`config.mk`:
```
export PLATFORM = sky130hd
export DESIGN_NAME = lbs_bus_if
export DESIGN_NICKNAME = d
export VERILOG_FILES = /design/src/design/lbs_bus_if.v
export VERILOG_INCLUDE_DIRS = /design/src /design/src/design
export SDC_FILE = /design/constraint.sdc
export NUM_CORES = 1
export LEC_CHECK = 0
export BUFFER_PORTS_ARGS = -buffer_cell sky130_fd_sc_hd__buf_2
export CORE_ASPECT_RATIO = 1.4
export CORE_UTILIZATION = 30
export DETAILED_ROUTE_END_ITERATION = 12
export GPL_TIMING_DRIVEN = 0
export PLACE_DENSITY = 0.63
export SLEW_MARGIN = 20
export SYNTH_ARGS = -nofsm -noshare
export SYNTH_HDL_FRONTEND = slang
export SYNTH_SLANG_ARGS = --single-unit
```
`constraint.sdc`:
```
create_clock -name clk -period 3.24 [get_ports clk]
set_input_delay 0.324 -clock clk [delete_from_list [all_inputs] [get_ports clk]]
set_output_delay 0.324 -clock clk [all_outputs]
set_load 0.02 [all_outputs]
```
`src/design/lbs_map.vh`:
```
// Constants for the local bus snoop interface
`ifndef LBS_MAP_VH
`define LBS_MAP_VH
// ----------------------------------------------------------------------------
// Bus encodings
// ----------------------------------------------------------------------------
`define LBS_LANES_ALL      4'hF
`define LBS_LANES_NONE_N  4'hF
`define LBS_BEATS_FILL    2'h3
`define LBS_PIECES_8      2'h3
`define LBS_PIECES_16     2'h1
`define LBS_PIECES_32     2'h0
// ----------------------------------------------------------------------------
// Snoop timing, clocks
// ----------------------------------------------------------------------------
`define LBS_SNOOP_MODIFIED_HIT_N_DELAY    2'h2
`define LBS_SNOOP_WAIT_AF 2'h2
`define LBS_SNOOP_WAIT_HG 2'h1
`define LBS_FLUSH_ACKS    2'h2
// ----------------------------------------------------------------------------
// Core ratio codes
// ----------------------------------------------------------------------------
`define LBS_RATIO_LOW     1'h0
`define LBS_RATIO_HIGH    1'h1
`endif

```
`src/design/lbs_bus_if.v`:
```
// Local bus interface engine with snoop, sizing, hold and flush handling
//
// The register offsets and the strobed register port were left to the implementer.
`timescale 1ns/1ps
`include "lbs_map.vh"
// ----------------------------------------------------------------------------
// Function
// - Drive four active-low lane enables, lane 3 high byte; float in hold
// - Final transfer low means next burst ready ends cycle; float in hold
// - Back-off floats hold pins without grant and restarts current cycle
// - Back-off beats any ready in the same clock
// - Burst ready ignored idle and first clock; data latched when sampled
// - Single and burst ready together: burst ignored, cycle non-burst
// - Request pending driven whenever request exists; float only in test mode
// - Eight-bit size splits into four cycles, sixteen-bit into two
// - Size inputs sampled every clock before ready; ignored in write-back
// - Cacheable output floats write-through; low for cacheable read or write-back
// - Cacheable high blocks caching; active from cycle start to ready; floats off-bus
// - Core ratio select captured at reset; 0 gives 2x/4x, 1 gives 3x
// - Data and parity driven only in second and later clocks of writes
// - Data-or-control output separates data cycles from control cycles
// - Even parity per lane on writes; read parity never affects execution
// - Snoop strobe taken only off-bus or under address float, not after start, strobe, or modified hit
// - Snoop first sampled second clock after float/back-off, first after grant
// - Purge runs two flush acknowledge cycles in write-back, none in write-through
// - Purge low at reset release enters three-state test mode
// - Modified hit two clocks after strobe until last write-back ready
// - Hold grant with bus float, dropped on leaving hold; float in test mode
// - Address float request stops address drive on the third clock, after the two-flop sync
// ----------------------------------------------------------------------------
module lbs_bus_if (
  input  wire        clk,
  input  wire        srst,
  // Core side request
  input  wire        reqValid,
  input  wire        reqWrite,
  input  wire        reqData,
  input  wire        reqCacheable,
  input  wire        reqWriteBack,
  input  wire [31:2] reqAddr,
  input  wire [3:0]  reqLanes,
  input  wire [31:0] reqWdata,
  output reg         reqDone,
  output reg  [31:0] rdData,
  output reg         rdValid,
  output reg         rdCacheFill,
  output reg         snoopHitModified,
  output reg         snoopValid,
  input  wire        snoopIsModified,
  output reg         ratioSel,
  output reg         flushActive,
  // Bus pins
  output reg  [31:2] addrOut,
  output reg         addrOe_n,
  input  wire [31:4] addrIn,
  output reg  [31:0] dataOut,
  output reg         dataOe_n,
  input  wire [31:0] dataIn,
  output reg  [3:0]  laneParityOut,
  input  wire [3:0]  laneParityIn,
  output reg  [3:0]  byteLaneEnables_n,
  output reg         cycleStart_n,
  output reg         finalTransfer_n,
  output reg         internalCacheable_n,
  output reg         cacheableOe_n,
  output reg         dataOrControl,
  output reg         writeRead,
  output reg         ctlOe_n,
  output reg         internalRequestPending,
  output reg         snoopModifiedHit_n,
  output reg         hitOe_n,
  output reg         holdGrant,
  output reg         miscOe_n,
  input  wire        holdRequest,
  input  wire        addressFloatRequest,
  input  wire        busBackoff_n,
  input  wire        ready_n,
  input  wire        burstReady_n,
  input  wire        narrow8Size_n,
  input  wire        narrow16Size_n,
  input  wire        externalCacheable_n,
  input  wire        snoopAddressStrobe_n,
  input  wire        cachePurge_n,
  input  wire        coreRatioSelect,
  input  wire        coherencyPolicySelect
);

// ----------------------------------------------------------------------------
// Functions
// ----------------------------------------------------------------------------
  function [3:0] evenPar;
    input [31:0] d;
    begin
      evenPar = {^d[31:24], ^d[23:16], ^d[15:8], ^d[7:0]};
    end
  endfunction

// ----------------------------------------------------------------------------
// Input synchronisers, two flops each
// ----------------------------------------------------------------------------
  localparam NS = 9;
  wire [NS-1:0] rawIn = {holdRequest, addressFloatRequest, busBackoff_n, ready_n,
                         burstReady_n, narrow8Size_n, narrow16Size_n,
                         externalCacheable_n, snoopAddressStrobe_n};
  reg  [NS-1:0] syncA;
  reg  [NS-1:0] syncB;
  reg  [2:0]    purgeA;
  reg  [2:0]    purgeB;
  reg  [31:0]   dataA;
  reg  [31:0]   dataB;
  reg  [27:0]   snAddrA;
  reg  [27:0]   snAddrB;
  always @(posedge clk) begin
    syncA   <= rawIn;
    syncB   <= syncA;
    purgeA  <= {cachePurge_n, coreRatioSelect, coherencyPolicySelect};
    purgeB  <= purgeA;
    dataA   <= dataIn;
    dataB   <= dataA;
    snAddrA <= addrIn;
    snAddrB <= snAddrA;
  end
  wire sHold   = syncB[8];
  wire sAfloat = syncB[7];
  wire sBoff   = ~syncB[6];
  wire sRdy    = ~syncB[5];
  wire sBrdy   = ~syncB[4];
  wire sBs8    = ~syncB[3];
  wire sBs16   = ~syncB[2];
  wire sKen    = ~syncB[1];
  wire sEads   = ~syncB[0];
  wire sPurge  = ~purgeB[2];

// ----------------------------------------------------------------------------
// Reset straps and test mode
// ----------------------------------------------------------------------------
  reg srstD;
  reg testMode;
  reg wbPolicy;
  always @(posedge clk) begin
    srstD <= srst;
    if (srst) begin
      ratioSel <= `LBS_RATIO_LOW;
      wbPolicy <= 1'h0;
    end else if (srstD) begin
      ratioSel <= purgeB[1];
      wbPolicy <= purgeB[0];
    end
    if (srst)
      testMode <= sPurge;
  end

// ----------------------------------------------------------------------------
// Cycle state machine
// ----------------------------------------------------------------------------
  localparam [4:0] ST_IDLE = 5'h01;
  localparam [4:0] ST_T1   = 5'h02;
  localparam [4:0] ST_T2   = 5'h04;
  localparam [4:0] ST_OFF  = 5'h08;
  localparam [4:0] ST_FACK = 5'h10;
  reg [4:0] state;
  reg [1:0] piecesLeft;
  reg [1:0] beat;
  reg       burst;
  reg       curWrite;
  reg       curData;
  reg       curWb;
  reg       curCache;
  reg       pending;
  reg [1:0] ackLeft;
  reg       flushWb;
  reg       inHold;
  reg       inBoff;
  reg [1:0] snoopWait;
  reg       eadsLast;
  reg [1:0] hitDelay;
  reg       hitHeld;
  reg       startLast;
  reg       curAck;
  wire anyReady  = sRdy | sBrdy;
  wire sizeOk    = ~curWb;
  wire [1:0] pieces = !sizeOk ? `LBS_PIECES_32 :
                      sBs8 ? `LBS_PIECES_8 : sBs16 ? `LBS_PIECES_16 : `LBS_PIECES_32;
  wire offBus    = inHold | inBoff;
  wire snoopOpen = (offBus | sAfloat) && snoopWait == 2'h0;
  wire snoopTake = sEads && snoopOpen && !eadsLast && !startLast
                   && snoopModifiedHit_n;
  always @(posedge clk) begin
    if (srst) begin
      state <= ST_IDLE;
      piecesLeft <= 2'h0;
      beat <= 2'h0;
      burst <= 1'h0;
      curWrite <= 1'h0;
      curData <= 1'h0;
      curWb <= 1'h0;
      curCache <= 1'h0;
      pending <= 1'h0;
      ackLeft <= 2'h0;
      flushWb <= 1'h0;
      inHold <= 1'h0;
      inBoff <= 1'h0;
      reqDone <= 1'h0;
      rdValid <= 1'h0;
      rdData <= 32'h0;
      rdCacheFill <= 1'h0;
      flushActive <= 1'h0;
      curAck <= 1'h0;
    end else begin
      reqDone <= 1'h0;
      rdValid <= 1'h0;
      if (sPurge && !flushActive) begin
        flushActive <= 1'h1;
        flushWb <= wbPolicy;
        ackLeft <= `LBS_FLUSH_ACKS;
      end
      inBoff <= sBoff;
      case (state)
        ST_IDLE: begin
          if (sBoff) state <= ST_OFF;
          else if (sHold) begin
            inHold <= 1'h1;
            state <= ST_OFF;
          end else if (flushActive && flushWb && ackLeft != 2'h0) begin
            state <= ST_T1;
            curAck <= 1'h1;
            curWrite <= 1'h0;
            curData <= 1'h0;
            curCache <= 1'h0;
            burst <= 1'h0;
          end else if (flushActive) begin
            flushActive <= 1'h0;
          end else if (reqValid && !reqDone) begin
            state <= ST_T1;
            pending <= 1'h1;
            curAck <= 1'h0;
            curWrite <= reqWrite;
            curData <= reqData;
            curWb <= reqWriteBack;
            curCache <= wbPolicy & (reqCacheable & ~reqWrite | reqWriteBack);
            piecesLeft <= 2'h0;
            beat <= 2'h0;
            burst <= reqWriteBack;
          end
        end
        ST_T1: state <= sBoff ? ST_OFF : curAck ? ST_FACK : ST_T2;
        ST_T2: begin
          if (sBoff) state <= ST_OFF;
          else if (anyReady) begin
            if (!curWrite) begin
              rdData <= dataB;
              rdValid <= 1'h1;
              rdCacheFill <= curCache & sKen;
            end
            if (sRdy) burst <= 1'h0;
            if (piecesLeft == 2'h0 && beat == 2'h0) piecesLeft <= pieces;
            if (sBrdy && !sRdy && burst && beat != `LBS_BEATS_FILL) beat <= beat + 2'h1;
            else if (piecesLeft > 2'h1 || (piecesLeft == 2'h0 && pieces != 2'h0)) begin
              piecesLeft <= piecesLeft == 2'h0 ? pieces : piecesLeft - 2'h1;
              state <= ST_T1;
            end else begin
              state <= ST_IDLE;
              reqDone <= 1'h1;
              pending <= 1'h0;
            end
          end
        end
        ST_OFF: begin
          if (!sBoff && !(inHold && sHold)) begin
            inHold <= 1'h0;
            state <= pending ? ST_T1 : ST_IDLE;
            beat <= 2'h0;
          end
        end
        ST_FACK: begin
          if (sBoff) state <= ST_OFF;
          else if (anyReady) begin
            ackLeft <= ackLeft - 2'h1;
            state <= ST_IDLE;
          end
        end
        default: state <= ST_IDLE;
      endcase
    end
  end

// ----------------------------------------------------------------------------
// Snoop and modified hit
// ----------------------------------------------------------------------------
  always @(posedge clk) begin
    if (srst) begin
      snoopWait <= 2'h0;
      eadsLast <= 1'h0;
      hitDelay <= 2'h0;
      hitHeld <= 1'h0;
      startLast <= 1'h0;
      snoopValid <= 1'h0;
      snoopHitModified <= 1'h0;
    end else begin
      startLast <= (state == ST_T1);
      eadsLast <= snoopTake;
      snoopValid <= snoopTake;
      snoopHitModified <= snoopTake & snoopIsModified & wbPolicy;
      // Window opens late after the trigger so the address has settled
      if (!offBus && !sAfloat) snoopWait <= 2'h3;
      else if (snoopWait == 2'h3)
        snoopWait <= inHold ? `LBS_SNOOP_WAIT_HG - 2'h1 : `LBS_SNOOP_WAIT_AF - 2'h1;
      else if (snoopWait != 2'h0) snoopWait <= snoopWait - 2'h1;
      if (snoopTake && snoopIsModified && wbPolicy) hitDelay <= `LBS_SNOOP_MODIFIED_HIT_N_DELAY - 2'h1;
      else if (hitDelay != 2'h0) hitDelay <= hitDelay - 2'h1;
      if (hitDelay == 2'h1) hitHeld <= 1'h1;
      else if (hitHeld && curWb && state == ST_T2 && sBrdy && beat == `LBS_BEATS_FILL)
        hitHeld <= 1'h0;
    end
  end

// ----------------------------------------------------------------------------
// Pin drive
// ----------------------------------------------------------------------------
  reg [31:0] wdHold;
  always @(posedge clk) begin
    if (srst) begin
      addrOut <= 30'h0;
      addrOe_n <= 1'h1;
      dataOut <= 32'h0;
      dataOe_n <= 1'h1;
      laneParityOut <= 4'h0;
      byteLaneEnables_n <= `LBS_LANES_NONE_N;
      cycleStart_n <= 1'h1;
      finalTransfer_n <= 1'h1;
      internalCacheable_n <= 1'h1;
      cacheableOe_n <= 1'h1;
      dataOrControl <= 1'h0;
      writeRead <= 1'h0;
      ctlOe_n <= 1'h1;
      internalRequestPending <= 1'h0;
      snoopModifiedHit_n <= 1'h1;
      hitOe_n <= 1'h1;
      holdGrant <= 1'h0;
      miscOe_n <= 1'h1;
      wdHold <= 32'h0;
    end else begin
      if (reqValid) wdHold <= reqWdata;
      addrOut <= reqAddr;
      addrOe_n <= testMode | offBus | sAfloat;
      ctlOe_n <= testMode | offBus;
      byteLaneEnables_n <= ~reqLanes;
      cycleStart_n <= ~(state == ST_T1);
      finalTransfer_n <= ~((state == ST_T1 || state == ST_T2 || state == ST_FACK) &&
                          (!burst || beat == `LBS_BEATS_FILL));
      dataOrControl <= curData;
      writeRead <= curWrite;
      dataOut <= wdHold;
      laneParityOut <= evenPar(wdHold);
      dataOe_n <= ~(curWrite && state == ST_T2 && !sBoff) | testMode;
      internalCacheable_n <= ~(curCache && (state == ST_T1 || state == ST_T2));
      cacheableOe_n <= testMode | ~wbPolicy | offBus;
      internalRequestPending <= pending | (reqValid & ~reqDone);
      miscOe_n <= testMode;
      holdGrant <= inHold;
      snoopModifiedHit_n <= ~hitHeld;
      hitOe_n <= testMode | ~wbPolicy;
    end
  end

endmodule // lbs_bus_if

```
; ---- After elaboration in Yosys (flattened, before gate mapping)
; Index checks and enable logic that the tools add are counted.
[op_classes]
add_sub_neg = 5
n_mul = 0
n_div = 0
order_cmp = 1
eq_ne = 30
shifts = 0
n_mux = 91
n_bitwise = 37
n_reduce_logical = 69
[op_table]
columns = cell, count
row1 = 5-bit 2-to-1 mux, 13
row2 = 2-bit 2-to-1 mux, 26
row3 = 1-bit 2-to-1 mux, 46
row4 = 8-bit parity, 4
row5 = 2-bit != test (second input constant), 14
row6 = 1-bit logical AND, 27
row7 = 5-bit case mux with 5 select lines, 1
row8 = 1-bit NOT, 20
row9 = 10-bit AND reduction, 2
row10 = 2-bit nonzero test, 9
row11 = 8-bit AND reduction, 2
row12 = 3-bit != test (second input constant), 5
row13 = 6-bit AND reduction, 2
row14 = 5-bit != test (second input constant), 2
row15 = 1-bit bitwise OR, 10
row16 = 1-bit logical NOT, 8
row17 = 4-bit AND reduction, 2
row18 = 2-bit by 1-bit subtractor with 2-bit output (second input constant), 4
row19 = 1-bit bitwise AND, 6
row20 = 2-bit logical NOT, 3
row21 = 1-bit case mux with 2 select lines, 3
row22 = 2-bit case mux with 3 select lines, 1
row23 = 3-bit nonzero test, 2
row24 = 5-bit by 1-bit equality test with 1-bit output (second input constant), 1
row25 = 16 further kinds, 20
[totals]
reg_bits = 273
latch_bits = 0
ram_bits = 0
rom_bits = 0
inputBits = 150
out_inout_bits = 123
word_cells = 288
memories = 0

; ---- Depth between registers and ports, before layout
; Gate-level depths: netlist (run 1).
[logic_depth]
depth_word = 11
depth_mapped = 8
ltp_nobuf = 7

; ---- Worst setup path after synthesis (run 1)
; Ideal clock, no wire load.
[synth_timing]
kind = reg-to-reg
from = register beat[0]
to = register beat[0]
setup_time_ns = 0.070
arrival_time_ns = 1.935
t_required_ns = 3.170
slack_ns = 1.234
stages_incl_launch_ff = 6
path_buffers = 0
synth_period_minus_slack_ns = 2.006
path_cell_list = dfxtp_1 > ha_1 > nor4bb_1 > o221ai_1 > or4_1 > a21oi_1
[synth_between]
elab_chain_cells = 5
word_cells_on_any_way = 9
classes_between = 1 x add/sub / 2 x eq/ne / 4 x mux / 2 x reduce/logical
[synth_rtl]
columns = item, line_no
row1 = start: declaration, lbs_bus_if.v:163  ; reg [1:0] beat;
row2 = start signal: assignment, lbs_bus_if.v:257  ; if (sBrdy && !sRdy && burst && beat != `LBS_BEATS_FILL) beat <= beat + 2'h1;
row3 = 2-bit by 1-bit adder with 2-bit output, lbs_bus_if.v:257
row4 = 2-bit 2-to-1 mux, lbs_bus_if.v:257
row5 = 2-bit 2-to-1 mux, lbs_bus_if.v:249  ; else if (anyReady) begin
row6 = 2-bit 2-to-1 mux, lbs_bus_if.v:248  ; if (sBoff) state <= ST_OFF;
row7 = 2-bit case mux with 3 select lines, lbs_bus_if.v:218  ; case (state)
; Several ways; a longest one is shown, not always the timed one. The select of a mux whose other input is x is not followed.
; A chain may end at the register's enable or synchronous reset.

; ---- Final worst setup path (run 1)
[layout_timing]
from = register state[2]
to = register rdData[11]
[layout_between]
elab_chain_cells = 2
[layout_rtl]
columns = item, line_no
row1 = start: declaration, lbs_bus_if.v:161  ; reg [4:0] state;
row2 = start signal: assignment, lbs_bus_if.v:246  ; ST_T1: state <= sBoff ? ST_OFF : curAck ? ST_FACK : ST_T2;
row3 = start signal: assignment, lbs_bus_if.v:271  ; state <= pending ? ST_T1 : ST_IDLE;
row4 = 5-bit by 3-bit equality test with 1-bit output, lbs_bus_if.v:218
row5 = 4-bit AND reduction (no source line), --
row6 = end signal: assignment, lbs_bus_if.v:251  ; rdData <= dataB;
row7 = end: declaration, lbs_bus_if.v:44  ; output reg [31:0] rdData,
; Every way passes these cells.

==> impl_metrics.env, run 1 <==
export IMPL_final_period_utilization_pct=80.0
export IMPL_syn_area_sq_mm=0.00831
export IMPL_final_util_pct=43.8
export IMPL_p_int_w=0.00588
export IMPL_synthAdderAreaFrac_pct=0.753
export IMPL_cp_max_fo=10
export IMPL_cts_setup_buffers=0
export IMPL_via_per_inst=4.22
export IMPL_max_freq_mhz=386
export IMPL_cp_common_cell="clkbuf_1"
export IMPL_die_y_microns=199
export IMPL_synth_top_family_by_area="simple AND/OR/NAND/NOR gates"
export IMPL_syn_inst=765
export IMPL_yosys_area_share_simple_pct=16.5
export IMPL_antenna_found_initial=1
export IMPL_syn_area_per_cell_sq_um=10.9
export IMPL_ys_ff_latch=273
export IMPL_grt_pass1_wl_mm=32.2
export IMPL_finalSetupViolations=0
export IMPL_die_x_microns=143
export IMPL_final_setup_skew_ns=0.0104
export IMPL_grt_setup_unrepaired="false"
export IMPL_clkSinkCount=273
export IMPL_drive_gt1_share_pct=25.4
export IMPL_fill_cells=2583
export IMPL_synth_nets=920
export IMPL_syn2layout_area_growth_pct=42.2
export IMPL_grt_max_degree=15
export IMPL_cpPeakStageDelay_ns=0.64
export IMPL_placementRows=71
export IMPL_power_frac_seq_pct=47.4
export IMPL_grt_pass1_vias=6510
export IMPL_final_nets=1280
export IMPL_critPathLaunch="state[2]"
export IMPL_comb_power_share_pct=9.5
export IMPL_status="finished, final reports clean"
export IMPL_p_leak_nw=5.17
export IMPL_synth_seq_area_share_pct=65.9
export IMPL_routabilityCongestion=0.844
export IMPL_tightest_slew_ns=1.02
export IMPL_endpoint_kind="flop"
export IMPL_coreArea_sq_mm=0.0270
export IMPL_initial_core_util_pct=30.8
export IMPL_worstPathCellList="nor3b_1 > nand3b_1 > or2_1 > clkbuf_1 > clkbuf_1 > nand2_1 > a21oi_1"
export IMPL_die_area_sq_mm=0.0284
export IMPL_report_final_slew_viol_count=0
export IMPL_synth_xor_area_share_pct=3.58
export IMPL_drt_iter0_drc=158
export IMPL_io_pins=273
export IMPL_root_buffer="clkbuf_16"
export IMPL_min_path_type="input pin to flop"
export IMPL_slowest_stage="nor3b_1"
export IMPL_slew_limit_headroom_pct=31.1
export IMPL_clock_insertion_delay_worst_skew_ns=0.55
export IMPL_synth_mux_area_share_pct=4.35
export IMPL_htree_levels=1
export IMPL_cap_viol_max_count=0
export IMPL_cts_buffers=27
export IMPL_ant_nets=0
export IMPL_synth_compound_area_share_pct=6.46
export IMPL_final_hold_viol_count=0
export IMPL_path_clk_slew_ns=0.07
export IMPL_dp_hpwl_mm=14.5
export IMPL_synth_async_reset_ratio_pct=0
export IMPL_vias=6376
export IMPL_ir_drop_uv=443
export IMPL_cts_resized=0
export IMPL_r2r_start="state[2]"
export IMPL_crit_path_start_kind="flop"
export IMPL_wl_mm=21.2
export IMPL_sw_frac_of_total_pct=22.8
export IMPL_first_pass_iters=4
export IMPL_clk_path_buf_depth=3
export IMPL_gr_total_overflow=0
export IMPL_ctsHoldBuffers=92
export IMPL_synth_edff_count=1
export IMPL_synthFlopType="dfxtp_1"
export IMPL_routedWlPerCell_microns=14.0
export IMPL_drc=0
export IMPL_required_ns=3.65
export IMPL_tns_ns=0
export IMPL_hp_start="reqAddr[5]"
export IMPL_grt_usage_pct=14.6
export IMPL_port_buffers=239
export IMPL_synth_distinct_cells=52
export IMPL_p_sw_w=0.00174
export IMPL_yosysWarnings=0
export IMPL_crit_type="flop to flop"
export IMPL_fin_crit_ns=2.59
export IMPL_cts_tree="yes"
export IMPL_pwr_share_clk_pct=43.1
export IMPL_arrival_ns=3.00
export IMPL_power_density_mw_per_mm2=645
layout make-up:
cell class              count  area (sq um)  area share, %
flip-flops and latches    273          5480           46.3
multi-input cells         441          2630           22.3
repair buffers            331          2120           17.9
clock buffers              37           743           6.29
well taps                 365           457           3.86
clock inverters            10           186           1.58
plain buffers              37           149           1.26
inverters                  14          52.6          0.445
diodes                      2          5.00         0.0424
cell usage after synthesis, drive strengths merged, types with 2 or more instances:
cell type,n,area (sq um)
xnor2,24,210
nor3b,4,30.0
a21o,2,15.0
inv,14,52.6
nand2b,9,56.3
or4,2,15.0
nor2b,72,450
o211ai,3,22.5
a31oi,2,12.5
and3,2,12.5
nor2,65,244
and3b,2,17.5
nor3,5,25.0
nand2,84,315
clkbuf,31,116
xor2,10,87.6
a21oi,56,280
nand3b,7,52.6
or2,2,12.5
o311ai,2,17.5
mux2i,35,350
or3b,2,20.0
or3,4,25.0
dfxtp,272,5450
nor4,2,12.5
buf,6,32.5
nand3,5,25.0
ha,5,62.6
o21ai,14,70.1
a221oi,2,17.5
a211oi,2,15.0
cell usage in the layout (no fill, tap or decap), types with 7 or more instances in the layout:
master / n
dlygate4sd3_1: 92
nand2_1: 84
mux2i_1: 35
nand3b_1: 7
clkbuf_1: 38
xor2_1: 10
buf_2: 244
inv_1: 14
o21ai_0: 14
xnor2_1: 24
dfxtp_1: 272
nor2b_1: 72
nor2_1: 65
nand2b_1: 9
clkbuf_16: 27
a21oi_1: 56
state kept, by name, indices dropped and copies added (netlist names), 3 cells and up:
signal	cells
purgeB	3
syncA	9
dataB	32
addrOut	30
purgeA	3
laneParityOut	4
rdData	32
dataA	32
state	5
wdHold	32
dataOut	32
syncB	9
byteLaneEnables_n	4
stage by stage:
step / hold WS, ns / setup slack (ns) / power (W) / instances / area (sq um)
floorplan: 0.310 / 1.23 / 0.00408 / 765 / 8310
global placement: 0.310 / 0.677 / 0.00431 / 1369 / 9960
detailed placement: 0.312 / 0.669 / 0.00432 / 1369 / 9960
CTS: 0.00103 / 0.628 / 0.00773 / 1508 / 11800
global route: 0.00770 / 0.423 / 0.00792 / 1508 / 11800
finish: 0.0217 / 0.649 / 0.00762 / 1510 / 11800
metal layers:
metal | global-route usage (%) | part of all wire [%]
met2 | 26.8 | 50
met4 | 6.73 | 3.1
met1 | 15.4 | 39
met3 | 3.85 | 7.5
met5 | 0 | 0
critical path: cells and delay by family (launching register included):
kind | cells | cell delay [ns]
AO/OA/AOI/OAI | 1 | 0.08
buffers and inverters | 2 | 0.46
flip-flops | 1 | 0.47
AND/OR/NAND/NOR | 4 | 1.43
power by group through the flow:
stage                     registers, W  logic (W)  clock network (W)
after CTS                      0.00361   0.000728            0.00339
after detailed placement       0.00369   0.000636                  0
final                          0.00361   0.000723            0.00329
after global routing           0.00363   0.000797            0.00350
after global placement         0.00368   0.000628                  0
after floorplan                0.00375   0.000337                  0
cell families (layout without fill, tap and decap cells):
kind of cell / after synthesis / after routing
AOI/OAI and AO/OA: 93 / 93
DFF: 273 / 273
other: 0 / 2
xor gates and xnor gates: 34 / 34
muxes: 36 / 36
adders and majority gates: 5 / 5
buffers and inverters: 51 / 429
and+or+nand+nor: 273 / 273
worst paths after layout:
kind                     end  slack (ns)  cells past startpoint
setup / recovery  rdData[11]        0.65                      7
hold / removal    addrOut[5]        0.02                      2
setup reg to reg  rdData[11]        0.65                      7
hold reg to reg    dataB[11]        0.32                      0
No activity file was read; power rests on OpenSTA's default activity.
==> inputs of run 2 (changes only) <==
- PLACE_DENSITY: 0.63 -> 0.65
- clock period: 3.24 -> 2.2 ns (I/O delays scaled with it)
==> impl_metrics.env, run 2 (synthesized netlist as in run 1, its figures left out) <==
export IMPL_fill_cells=2497
export IMPL_final_setup_skew_ns=0.0108
export IMPL_fin_crit_ns=2.11
export IMPL_arrival_ns=2.56
export IMPL_cp_common_cell="buf_4"
export IMPL_gr_total_overflow=0
export IMPL_use_met2_pct=27.2
export IMPL_final_period_utilization_pct=95.8
export IMPL_endpoint_kind="flop"
export IMPL_worstPathCellList="buf_4 > or3b_4 > nand3b_1 > buf_6 > buf_4 > a21oi_4 > o21ai_1 > a221oi_1"
export IMPL_final_hold_viol_count=0
export IMPL_slowest_stage="or3b_4"
export IMPL_dp_hpwl_mm=14.5
export IMPL_min_path_type="input pin to flop"
export IMPL_r2r_cells=8
export IMPL_final_common_cell="dfxtp_1"
export IMPL_crit_family="simple AND/OR/NAND/NOR gates"
export IMPL_antenna_found_initial=1
export IMPL_power_density_mw_per_mm2=958
export IMPL_die_x_microns=143
export IMPL_port_buffers=239
export IMPL_grt_setup_unrepaired="true"
export IMPL_grt_busiest_layer="met2"
export IMPL_max_freq_mhz=474
export IMPL_routedWlPerCell_microns=14.2
export IMPL_syn2layout_area_growth_pct=47.8
export IMPL_tns_ns=0
export IMPL_gr_usage_met3_pct=3.47
export IMPL_die_area_sq_mm=0.0284
export IMPL_root_buffer="clkbuf_16"
export IMPL_critPathLaunch="state[1]"
export IMPL_timing_rr_end="piecesLeft[0]"
export IMPL_vias=6542
export IMPL_grt_usage_pct=15.1
export IMPL_holdPathStages=3
export IMPL_cts_buffers=28
export IMPL_io_pins=273
export IMPL_die_y_microns=199
export IMPL_p_leak_nw=5.37
export IMPL_reg2reg_setup_slack_ns=0.09
export IMPL_final_cell_mix="272 x dfxtp_1, 240 x buf_2, 115 x dlygate4sd3_1, 84 x nand2_1, 72 x nor2b_1"
export IMPL_path_buf_inv=3
export IMPL_crit_path_start_kind="flop"
export IMPL_critical_path_cell_count=8
export IMPL_placementRows=71
export IMPL_initial_core_util_pct=30.8
export IMPL_routabilityCongestion=0.866
export IMPL_status="finished, final reports clean"
export IMPL_clock_insertion_delay_worst_skew_ns=0.55
export IMPL_cts_tree="yes"
export IMPL_regArea_sq_mm=0.00548
export IMPL_first_pass_iters=4
export IMPL_wl_mm=21.9
export IMPL_met1_usage_pct=16.1
export IMPL_clkSinkCount=273
export IMPL_coreArea_sq_mm=0.0270
export IMPL_grt_max_degree=16
export IMPL_drive_gt1_share_pct=26.5
export IMPL_ir_drop_uv=778
export IMPL_finalSetupViolations=0
export IMPL_r2r_start="state[1]"
export IMPL_required_ns=2.65
export IMPL_grt_pass1_wl_mm=33.2
export IMPL_cpPeakStageDelay_ns=0.43
export IMPL_final_area_sq_mm=0.0123
export IMPL_cp_max_fo=10
export IMPL_cap_viol_max_count=0
export IMPL_placed_area_sq_mm=0.00996
export IMPL_htree_levels=1
export IMPL_drt_iter0_drc=147
export IMPL_grt_pass1_vias=6615
export IMPL_endpoint="piecesLeft[0]"
export IMPL_via_per_inst=4.26
export IMPL_final_util_pct=45.5
export IMPL_slew_limit_headroom_pct=45.7
export IMPL_dp_cells=1369
export IMPL_path_clk_slew_ns=0.06
export IMPL_multi_input_area_sq_mm=0.00269
export IMPL_report_final_slew_viol_count=0
export IMPL_final_nets=1305
export IMPL_fin_cells=1537
export IMPL_ant_nets=0
export IMPL_tightest_slew_ns=0.815
export IMPL_drc=0
export IMPL_clk_path_buf_depth=3
export IMPL_crit_type="flop to flop"
-- run 2: changes by cell type in the layout (fill, tap and decap cells not counted), sizes merged, moves of 2 or more --
| cell | previous run | this run |
|---|---|---|
| bufinv | 5 | 7 |
| dlygate4sd3 | 92 | 115 |
| clkinvlp | 0 | 2 |
| buf | 245 | 247 |
-- run 2: worst min-delay path by stage --
| stage | startpoint | end | slack, ns |
|---|---|---|---|
| after global placement | dataA[23] | dataB[23] | 0.31 |
| after global routing | srst | internalCacheable_n | 0.02 |
| after CTS | srst | internalCacheable_n | 0.01 |
| final | srst | internalCacheable_n | 0.02 |
| after detailed placement | dataA[16] | dataB[16] | 0.31 |
| after floorplan | dataIn[0] | dataA[0] | 0.25 |
-- run 2: area by class of cell --
class | instances | area share, %
inverter | 14 | 0.428
clock buffer | 37 | 6.48
clock inverter | 14 | 2.13
buffer | 36 | 1.54
antenna | 1 | 0.0204
timing repair buffer | 356 | 19.3
multi-input combinational | 441 | 21.9
sequential | 273 | 44.6
tap | 365 | 3.72
-- run 2: worst min-delay path: cells and delay by family --
kind          cells  cell delay, ns
buf+inv           1            0.16
simple gates      2            0.16
-- run 2: metal layers --
| layer | vias up | share of wire [%] | wire, microns |
|---|---|---|---|
| met3 | 67 | 6.3 | 1370 |
| met2 | 203 | 49 | 10800 |
| met5 | - | 0 | 0 |
| met1 | 2994 | 40 | 8660 |
| li1 | 3278 | - | - |
| met4 | 0 | 4.8 | 1060 |
-- run 2: power breakdown --
part           switching (W)  internal (W)  total [W]
Clock                0.00197       0.00337    0.00534
Sequential          0.000117       0.00520    0.00532
Combinational       0.000562      0.000547    0.00111
-- run 2: repair_timing --
item                                   CTS  global route
gates cloned                             0             0
setup buffers                            2             0
hold buffers                           115             0
pin swaps                                0             1
resized for setup                       17            14
setup endpoints to repair               40            35
endpoints found under the hold margin  116             0
-- run 2: per-stage QoR --
step / hold slack (ns) / setup WS, ns / total power (W)
final: 0.0240 / 0.0923 / 0.0118
after global routing: 0.0210 / -0.0192 / 0.0122
after CTS: 0.0107 / 0.0185 / 0.0119
after detailed placement: 0.312 / -0.366 / 0.00636
after global placement: 0.310 / -0.330 / 0.00634
after floorplan: 0.248 / 0.194 / 0.00601
